## config.mk

```make
export PLATFORM = sky130hd
export DESIGN_NAME = vectored_irq_and_free_timer
export DESIGN_NICKNAME = d
export VERILOG_FILES = /design/src/rtl/irq_timer_pkg.sv /design/src/rtl/vectored_irq_and_free_timer.sv /design/src/rtl/pin_edge_sync.sv
export SDC_FILE = /design/constraint.sdc
export NUM_CORES = 1
export LEC_CHECK = 0
export BUFFER_PORTS_ARGS = -buffer_cell sky130_fd_sc_hd__clkbuf_2
export CORE_ASPECT_RATIO = 1.1
export CORE_MARGIN = 2
export CORE_UTILIZATION = 50
export DETAILED_ROUTE_END_ITERATION = 12
export HOLD_SLACK_MARGIN = 0.15
export PLACE_DENSITY_LB_ADDON = 0.25
export SYNTH_ARGS = -nofsm -noshare
export SYNTH_HDL_FRONTEND = slang
export SYNTH_SLANG_ARGS = --single-unit
```

## constraint.sdc

```tcl
create_clock -name ref_clk_i -period 3.7 [get_ports ref_clk_i]
set_input_delay 0.74 -clock ref_clk_i [delete_from_list [all_inputs] [get_ports ref_clk_i]]
set_output_delay 0.74 -clock ref_clk_i [all_outputs]
set_load 0.02 [all_outputs]
```

## src/rtl/irq_timer_pkg.sv

```systemverilog
package irq_timer_pkg;

   // clock and time base
   localparam int CLK_HZ         = 100_000_000;
   localparam int TICK_HZ        = 1_000_000;
   localparam int TICK_DIV       = CLK_HZ / TICK_HZ;
   localparam int TIMER_W        = 12;
   localparam int T_SHORT_US     = 128;
   localparam int T_LONG_US      = 1024;
   localparam int T_SHORT_BIT    = 6;
   localparam int T_LONG_BIT     = 9;

   // register offsets (byte-wide i/o space)
   localparam logic [7:0] ADDR_GPIO_MASK0 = 8'h04;
   localparam logic [7:0] ADDR_GPIO_CFG   = 8'h08;
   localparam logic [7:0] ADDR_GLOBAL_EN  = 8'h20;
   localparam logic [7:0] ADDR_EP_EN      = 8'h21;
   localparam logic [7:0] ADDR_PEND_LO    = 8'h22;
   localparam logic [7:0] ADDR_PEND_HI    = 8'h23;
   localparam logic [7:0] ADDR_TMR_LO     = 8'h24;
   localparam logic [7:0] ADDR_TMR_HI     = 8'h25;
   localparam logic [7:0] ADDR_SINK_MASK  = 8'h31;
   localparam logic [7:0] ADDR_SINK_EDGE  = 8'h32;
   localparam logic [7:0] REG_RESET       = 8'h00;

   // global enable field positions
   localparam int GE_BUSRST = 0;
   localparam int GE_T128   = 1;
   localparam int GE_T1024  = 2;
   localparam int GE_SINK   = 3;
   localparam int GE_GPIO   = 4;
   localparam int GE_I2C    = 5;
   localparam int GE_W      = 6;
   localparam int EP_NUM    = 5;

   // sources, ordered by vector address (lowest index wins)
   localparam int NUM_SRC   = 11;
   localparam int SRC_BUSRST = 0;
   localparam int SRC_T128  = 1;
   localparam int SRC_T1024 = 2;
   localparam int SRC_EP0   = 3;
   localparam int SRC_SINK  = 8;
   localparam int SRC_GPIO  = 9;
   localparam int SRC_I2C   = 10;

   // program memory map
   localparam int VEC_W = 14;
   localparam logic [VEC_W-1:0] RESET_VECTOR    = 14'h0000;
   localparam logic [VEC_W-1:0] FIRST_VECTOR    = 14'h0002;
   localparam logic [VEC_W-1:0] RESERVED_VECTOR = 14'h0012;
   localparam logic [VEC_W-1:0] USER_BASE       = 14'h001A;

   typedef struct packed {
      logic [7:0] addr;
      logic [7:0] wdata;
      logic       wr;
      logic       rd;
   } reg_req_s;

   typedef struct packed {
      logic             valid;
      logic [3:0]       idx;
      logic [VEC_W-1:0] addr;
   } irq_vec_s;

   // two-byte slots from the first vector, skipping the reserved slot
   function automatic logic [VEC_W-1:0] vec_of(input logic [3:0] idx);
      logic [VEC_W-1:0] v;
      v = FIRST_VECTOR + {9'h000, idx, 1'b0};
      if (idx >= 4'(SRC_SINK)) begin
         v = v + 14'h0002;
      end
      return v;
   endfunction

endpackage

```

## src/rtl/vectored_irq_and_free_timer.sv

```systemverilog
// Added by the designer: the address-and-strobe port.
`timescale 1ns/1ps
// Functional notes
// - 12-bit timer counts 1 MHz ticks
// - timer gives 128 us and 1.024 ms sources
// - interrupt on rising timer bit 6, 9
// - low-byte read latches upper timer nibble
// - high read returns latched nibble, not live
// - eleven maskable sources, each own vector
// - reset vector is address zero
// - bus reset 0x0002, timers 0x0004, 0x0006
// - endpoints 0-4 vector 0x0008 to 0x0010
// - 0x0012 reserved, user code from 0x001A
// - any sink port pin raises 0x0014
// - all gpio pins share vector 0x0016
// - endpoint events raise endpoint interrupts
// - per-pin mask on sink port inputs
// - per-pin mask on gpio inputs
// - per-pin edge choice on sink port
// - per-port edge choice on gpio
// - polarity picks rising or falling edge
// - sink port enables, write-only at 0x31
// - sink port edges, write-only at 0x32
// - endpoint enables read-write at 0x21
// - any reset clears all interrupt enables
// - early bus reset waits for enables
// - high timer byte top nibble reads zero
module vectored_irq_and_free_timer
   import irq_timer_pkg::*;
#(
   parameter int SINK_W     = 8,
   parameter int GPIO_PORTS = 4
) (
   input  wire logic                      ref_clk_i,       // 100 MHz clock
   input  wire logic                      rst_n_i,         // power-on or watchdog reset
   input  wire irq_timer_pkg::reg_req_s   reg_req_i,       // register access
   output logic [7:0]                     reg_rdata_o,     // read data, next cycle
   input  wire logic                      bus_reset_evt_i, // usb bus reset pulse
   input  wire logic [4:0]                ep_evt_i,        // endpoint done pulses
   input  wire logic                      i2c_evt_i,       // two-wire done pulse
   input  wire logic [SINK_W-1:0]         sink_pin_i,      // sink port pins
   input  wire logic [GPIO_PORTS*8-1:0]   gpio_pin_i,      // gpio port pins
   input  wire logic                      global_en_i,     // core global enable flag
   input  wire logic                      irq_ack_i,       // core takes vector
   output irq_timer_pkg::irq_vec_s        irq_o            // request and vector
);
   import irq_timer_pkg::*;

   localparam int GPIO_W = GPIO_PORTS * 8;

   ////////////////////////////////////////////////////////////////////////
   // register state

   logic [7:0]            div_r;
   logic                  tick;
   logic [TIMER_W-1:0]    timer_r;
   logic [3:0]            hold_r;
   logic [GE_W-1:0]       glob_en_r;
   logic [EP_NUM-1:0]     ep_en_r;
   logic [SINK_W-1:0]     sink_mask_r;
   logic [SINK_W-1:0]     sink_edge_r;
   logic [GPIO_W-1:0]     gpio_mask_r;
   logic [GPIO_PORTS-1:0] gpio_rise_r;
   logic [NUM_SRC-1:0]    pend_r;
   logic [NUM_SRC-1:0]    pend_nxt;
   logic [NUM_SRC-1:0]    src_evt;
   logic [NUM_SRC-1:0]    src_en;
   logic [NUM_SRC-1:0]    serv;
   logic [3:0]            win_idx;
   logic                  t_short_prev_r;
   logic                  t_long_prev_r;
   logic [SINK_W-1:0]     sink_edge_evt;
   logic [GPIO_W-1:0]     gpio_edge_evt;
   logic [GPIO_W-1:0]     gpio_rise_pin;
   logic [7:0]            rdata_r;
   logic [7:0]            rdata_nxt;
   irq_vec_s              irq_r;
   logic                  wr_go;
   logic                  rd_go;
   logic                  taken;

   assign wr_go = reg_req_i.wr;
   assign rd_go = reg_req_i.rd;
   assign taken = irq_ack_i & irq_r.valid;

   ////////////////////////////////////////////////////////////////////////
   // 1 MHz time base and free-running timer

   // divider yields a one-cycle tick every TICK_DIV clocks
   always_ff @(posedge ref_clk_i) begin
      if (!rst_n_i) begin
         div_r <= 8'h00;
      end else if (div_r == 8'(TICK_DIV - 1)) begin
         div_r <= 8'h00;
      end else begin
         div_r <= div_r + 8'h01;
      end
   end
   assign tick = (div_r == 8'(TICK_DIV - 1));

   // timer wraps at 12 bits; differences of readings give microseconds
   always_ff @(posedge ref_clk_i) begin
      if (!rst_n_i) begin
         timer_r <= '0;
      end else if (tick) begin
         timer_r <= timer_r + 12'h001;
      end
   end

   // tap history for rising-edge detection on bits 6 and 9
   always_ff @(posedge ref_clk_i) begin
      if (!rst_n_i) begin
         t_short_prev_r <= 1'b0;
         t_long_prev_r  <= 1'b0;
      end else begin
         t_short_prev_r <= timer_r[T_SHORT_BIT];
         t_long_prev_r  <= timer_r[T_LONG_BIT];
      end
   end

   // reading the low byte freezes the high nibble for a coherent pair
   always_ff @(posedge ref_clk_i) begin
      if (!rst_n_i) begin
         hold_r <= 4'h0;
      end else if (rd_go && reg_req_i.addr == ADDR_TMR_LO) begin
         hold_r <= timer_r[11:8];
      end
   end

   ////////////////////////////////////////////////////////////////////////
   // software-written configuration

   // enables cleared by every reset so nothing fires before firmware opts in
   always_ff @(posedge ref_clk_i) begin
      if (!rst_n_i) begin
         glob_en_r   <= '0;
         ep_en_r     <= '0;
         sink_mask_r <= '0;
         sink_edge_r <= '0;
         gpio_mask_r <= '0;
         gpio_rise_r <= '0;
      end else if (wr_go) begin
         if (reg_req_i.addr == ADDR_GLOBAL_EN) begin
            glob_en_r <= reg_req_i.wdata[GE_W-1:0];
         end
         if (reg_req_i.addr == ADDR_EP_EN) begin
            ep_en_r <= reg_req_i.wdata[EP_NUM-1:0];
         end
         if (reg_req_i.addr == ADDR_SINK_MASK) begin
            sink_mask_r <= reg_req_i.wdata[SINK_W-1:0];
         end
         if (reg_req_i.addr == ADDR_SINK_EDGE) begin
            sink_edge_r <= reg_req_i.wdata[SINK_W-1:0];
         end
         if (reg_req_i.addr == ADDR_GPIO_CFG) begin
            gpio_rise_r <= reg_req_i.wdata[GPIO_PORTS-1:0];
         end
         for (int p = 0; p < GPIO_PORTS; p++) begin
            if (reg_req_i.addr == ADDR_GPIO_MASK0 + 8'(p)) begin
               gpio_mask_r[p*8 +: 8] <= reg_req_i.wdata;
            end
         end
      end
   end

   ////////////////////////////////////////////////////////////////////////
   // pin edge detection

   // one port-wide polarity bit fans out to its eight pins
   always_comb begin
      for (int p = 0; p < GPIO_PORTS; p++) begin
         gpio_rise_pin[p*8 +: 8] = {8{gpio_rise_r[p]}};
      end
   end

   pin_edge_sync #(
      .W (SINK_W)
   ) u_sink_edge (
      .ref_clk_i (ref_clk_i),
      .rst_n_i   (rst_n_i),
      .pin_i     (sink_pin_i),
      .rise_i    (sink_edge_r),
      .edge_o    (sink_edge_evt)
   );

   pin_edge_sync #(
      .W (GPIO_W)
   ) u_gpio_edge (
      .ref_clk_i (ref_clk_i),
      .rst_n_i   (rst_n_i),
      .pin_i     (gpio_pin_i),
      .rise_i    (gpio_rise_pin),
      .edge_o    (gpio_edge_evt)
   );

   ////////////////////////////////////////////////////////////////////////
   // source events and enables, in vector order

   always_comb begin
      src_evt = '0;
      src_evt[SRC_BUSRST] = bus_reset_evt_i;
      src_evt[SRC_T128]   = timer_r[T_SHORT_BIT] & ~t_short_prev_r;
      src_evt[SRC_T1024]  = timer_r[T_LONG_BIT] & ~t_long_prev_r;
      src_evt[SRC_EP0 +: EP_NUM] = ep_evt_i;
      src_evt[SRC_SINK]   = |(sink_edge_evt & sink_mask_r);
      src_evt[SRC_GPIO]   = |(gpio_edge_evt & gpio_mask_r);
      src_evt[SRC_I2C]    = i2c_evt_i;
   end

   always_comb begin
      src_en = '0;
      src_en[SRC_BUSRST] = glob_en_r[GE_BUSRST];
      src_en[SRC_T128]   = glob_en_r[GE_T128];
      src_en[SRC_T1024]  = glob_en_r[GE_T1024];
      src_en[SRC_EP0 +: EP_NUM] = ep_en_r;
      src_en[SRC_SINK]   = glob_en_r[GE_SINK];
      src_en[SRC_GPIO]   = glob_en_r[GE_GPIO];
      src_en[SRC_I2C]    = glob_en_r[GE_I2C];
   end

   ////////////////////////////////////////////////////////////////////////
   // pending flags: latched regardless of enable, so early events wait

   // a new event in the acknowledge cycle wins over the clear
   always_comb begin
      pend_nxt = pend_r;
      if (taken) begin
         pend_nxt[irq_r.idx] = 1'b0;
      end
      pend_nxt = pend_nxt | src_evt;
   end

   always_ff @(posedge ref_clk_i) begin
      if (!rst_n_i) begin
         pend_r <= '0;
      end else begin
         pend_r <= pend_nxt;
      end
   end

   ////////////////////////////////////////////////////////////////////////
   // priority pick and vector to the core

   // serviceable only with both the source enable and the core's flag
   assign serv = pend_r & src_en & {NUM_SRC{global_en_i}};

   // lowest index, hence lowest vector address, wins
   always_comb begin
      win_idx = 4'h0;
      for (int i = NUM_SRC - 1; i >= 0; i--) begin
         if (serv[i]) begin
            win_idx = 4'(i);
         end
      end
   end

   // request drops for one cycle after a take so the stale slot is not reused
   always_ff @(posedge ref_clk_i) begin
      if (!rst_n_i) begin
         irq_r.valid <= 1'b0;
         irq_r.idx   <= 4'h0;
         irq_r.addr  <= RESET_VECTOR;
      end else if (taken) begin
         irq_r.valid <= 1'b0;
      end else begin
         irq_r.valid <= |serv;
         irq_r.idx   <= win_idx;
         irq_r.addr  <= vec_of(win_idx);
      end
   end

   assign irq_o = irq_r;

   ////////////////////////////////////////////////////////////////////////
   // register read path, answer one cycle after the strobe

   // write-only and unmapped addresses read as zero
   always_comb begin
      rdata_nxt = REG_RESET;
      unique case (reg_req_i.addr)
         ADDR_GLOBAL_EN: rdata_nxt = {{(8-GE_W){1'b0}}, glob_en_r};
         ADDR_EP_EN:     rdata_nxt = {{(8-EP_NUM){1'b0}}, ep_en_r};
         ADDR_PEND_LO:   rdata_nxt = pend_r[7:0];
         ADDR_PEND_HI:   rdata_nxt = {5'h00, pend_r[NUM_SRC-1:8]};
         ADDR_TMR_LO:    rdata_nxt = timer_r[7:0];
         ADDR_TMR_HI:    rdata_nxt = {4'h0, hold_r};
         ADDR_GPIO_CFG:  rdata_nxt = {{(8-GPIO_PORTS){1'b0}}, gpio_rise_r};
         default:        rdata_nxt = REG_RESET;
      endcase
   end

   always_ff @(posedge ref_clk_i) begin
      if (!rst_n_i) begin
         rdata_r <= REG_RESET;
      end else if (rd_go) begin
         rdata_r <= rdata_nxt;
      end else begin
         rdata_r <= REG_RESET;
      end
   end

   assign reg_rdata_o = rdata_r;
endmodule

```

## src/rtl/pin_edge_sync.sv

```systemverilog
`timescale 1ns/1ps
// two-flop synchroniser plus selectable edge detect, one lane per pin
module pin_edge_sync #(
   parameter int W = 8
) (
   input  wire logic         ref_clk_i,  // system clock
   input  wire logic         rst_n_i,    // sync reset, active low
   input  wire logic [W-1:0] pin_i,      // asynchronous pin levels
   input  wire logic [W-1:0] rise_i,     // 1 rising, 0 falling
   output logic      [W-1:0] edge_o      // one-cycle edge pulse
);
   logic [W-1:0] meta_r;
   logic [W-1:0] sync_r;
   logic [W-1:0] prev_r;

   // first flop feeds only the second
   always_ff @(posedge ref_clk_i) begin
      if (!rst_n_i) begin
         meta_r <= '0;
         sync_r <= '0;
         prev_r <= '0;
      end else begin
         meta_r <= pin_i;
         sync_r <= meta_r;
         prev_r <= sync_r;
      end
   end

   // per-lane polarity choice
   assign edge_o = (rise_i & sync_r & ~prev_r) | (~rise_i & ~sync_r & prev_r);
endmodule

```

==> flow_summary.ini <==
[timing]
drv_slew = 0
period_minus_slack_ps = 2260
fin_crit_sh_pct = 61.2
rsz0062_at_grt = false
worst_pin_slew_ps = 828
setup_viol = 0
finalSetupTns_ps = 0
max-slew-margin-rel_pct = 44.7
finClkSkew_ps = 11.1
hold_viol_final = 0
max_freq_mhz = 442

[clock_tree]
clock_sinks = 239
clk_pin_slew_ps = 60
cts-hold-fix-buffers = 0
clockBufferDepth = 3
postCtsSetupBuffers = 0
cts_tree = built
htree_levels = 1
numCtsBuffers = 24
cts_resized = 0
clk_latency_ps = 510
cts-root-buf = clkbuf_16

[final_layout]
final_common_cell = dfxtp_1
fillCellCount = 1596
nets = 1100
fin_cells = 1287
area_growth_pct = 14.9
diodes = 0
layout-drive-gt1-share_pct = 14.6
mostFrequentLayoutCells = dfxtp_1, and2_1, nor2_1, clkbuf_2, nand2_1

[grt]
antenna_found_initial = 0
grt_pass1_vias = 6156
grt_use_total_pct = 19.3
grt_pass1_wl_mm = 30.8
grt_start_max_net_pins = 99
grt.overflow.total = 0

[logic_synthesis]
synthFlopType = dfxtp_1
yosysSeqAreaShare_pct = 51.7
netlist_instances = 960
synth_warnings = 0
async_flop_share_pct = 0
synth-edff-count = 0
syn_area_um2 = 9260
ys_types = 65
synth-seq-cells = 239
syn_area_per_cell_um2 = 9.64

[drt]
drc_errors = 0
drtAntennaViolNets = 0
wirelength_mm = 18.9
vias = 6684
wl_per_cell_um = 14.7
viasPerCell = 5.19
first_iter_violations = 435
drtPass1Iterations = 5

[setup_path]
worst_path_max_delay_cell = a221oi_1
crit_chain = a22o_1 -> a22oi_1 -> a221oi_1 -> ha_1 -> xnor2_1 -> nand2_1 -> a32o_1
path_buf_inv = 0
worstSetupPathType = reg -> reg
crit_fanout = 5
critical_path_arrival_ps = 2660
required_ps = 4100
reg2reg_depth = 7
max_stage_delay_ps = 650
path_depth = 7
cpLargestDelayFamily = compound AO/OA/AOI/OAI gates
cp-end-kind = flip-flop
cp-start-kind = flip-flop

[floorplanning]
die_y_um = 147
start_util_pct = 50.6
rows = 52
fp.dieArea_um2 = 19600
coreArea_um2 = 18300
die_x_um = 134
io_pins = 96

[power_and_ir_drop]
power_density_nw_per_um2 = 517
power_leakage_uw = 0.00437
ir_drop_mv = 0.410

[place]
port_buffers = 87
dp.cells = 1243
dpl.hpwl_mm = 12.9
gp_congestion = 0.860

[min_path]
hold_path_class = reg -> reg
holdPathStages = 1

[outcome]
status = finished clean

[flow_run]
drv_cap = 0
-- logic make-up (layout without fill, tap and decap cells) --
kind of cell	count (synthesis)	after routing	synth area share, %
simple gates	431	431	25.8
flops	239	239	51.7
compound gates	136	136	9.31
buf+inv	69	146	3.64
mux	66	66	7.57
xor+xnor	13	13	1.23
fa+ha+maj	5	5	0.676
other cells	1	8	0.0405
-- stage by stage --
stage	hold WS (ps)	power, µW	utilization (%)	setup slack, ps	instance area (µm²)
3_3_place_gp	414	2910	53.4	1100	9760
5_1_grt	419	5710	58.2	1270	10600
4_1_cts	413	5560	58.2	1440	10600
2_1_floorplan	412	2840	-	1340	9280
6_report	429	5500	58.2	1440	10600
3_5_place_dp	417	2920	53.4	996	9760
-- path summary, 6_finish.rpt --
kind,startpoint,endpoint,slack (ps)
worst max-delay path,pend_r[7],irq_o[3],1440
worst min-delay path,u_gpio_edge.meta_r[14],u_gpio_edge.sync_r[14],430
worst max register to register,pend_r[7],irq_o[3],1440
worst min register to register,u_gpio_edge.meta_r[14],u_gpio_edge.sync_r[14],430
-- report_power, final --
part	leakage [µW]	total, µW	switching, µW	internal (µW)
Sequential	0.00195	2670	30.8	2640
Combinational	0.00198	191	112	78.2
Clock	0.000434	2640	970	1670
-- per-layer routing --
| layer | wire (µm) | vias to the layer above | track usage (%) |
|---|---|---|---|
| met5 | 0 | - | 0 |
| met4 | 261 | 0 | 4.95 |
| met3 | 1210 | 19 | 3.38 |
| met2 | 8990 | 189 | 32.6 |
| met1 | 8430 | 3069 | 25.6 |
| li1 | - | 3407 | - |
-- registers in the layout (all words and copies together), names as in the netlist --
| name | cells |
|---|---|
| gpio_mask_r | 32 |
| gpio_rise_r | 4 |
| ep_en_r | 5 |
| pend_r | 11 |
| sink_edge_r | 8 |
| u_gpio_edge.prev_r | 32 |
| u_sink_edge.prev_r | 8 |
| hold_r | 4 |
| u_gpio_edge.sync_r | 32 |
| t_long_prev_r | 1 |
| timer_r | 12 |
| u_sink_edge.sync_r | 8 |
| irq_o | 11 |
| reg_rdata_o | 8 |
| t_short_prev_r | 1 |
| div_r | 8 |
| sink_mask_r | 8 |
| u_sink_edge.meta_r | 8 |
| u_gpio_edge.meta_r | 32 |
| glob_en_r | 6 |
-- Yosys cell counts (15+ instances only) --
cell / instances / area [µm²]
dfxtp_1: 239 / 4780
and2_1: 123 / 769
nor2_1: 91 / 342
nand2_1: 79 / 297
mux2i_1: 61 / 611
a21oi_1: 38 / 190
o21ai_0: 36 / 180
clkbuf_1: 27 / 101
nand2b_1: 27 / 169
nand3_1: 26 / 130
buf_2: 17 / 85.1
o22ai_1: 16 / 100
a22oi_1: 15 / 113
-- area by class of cell --
class,count,area [µm²],area share [%]
flip-flops and latches,239,4780,45.0
repair buffers,90,460,4.33
inverters,12,45.0,0.423
multi-input cells,659,4160,39.1
clock inverters,10,183,1.72
well taps,243,304,2.86
clock buffers,34,699,6.57
(Power assumes the default switching activity.)
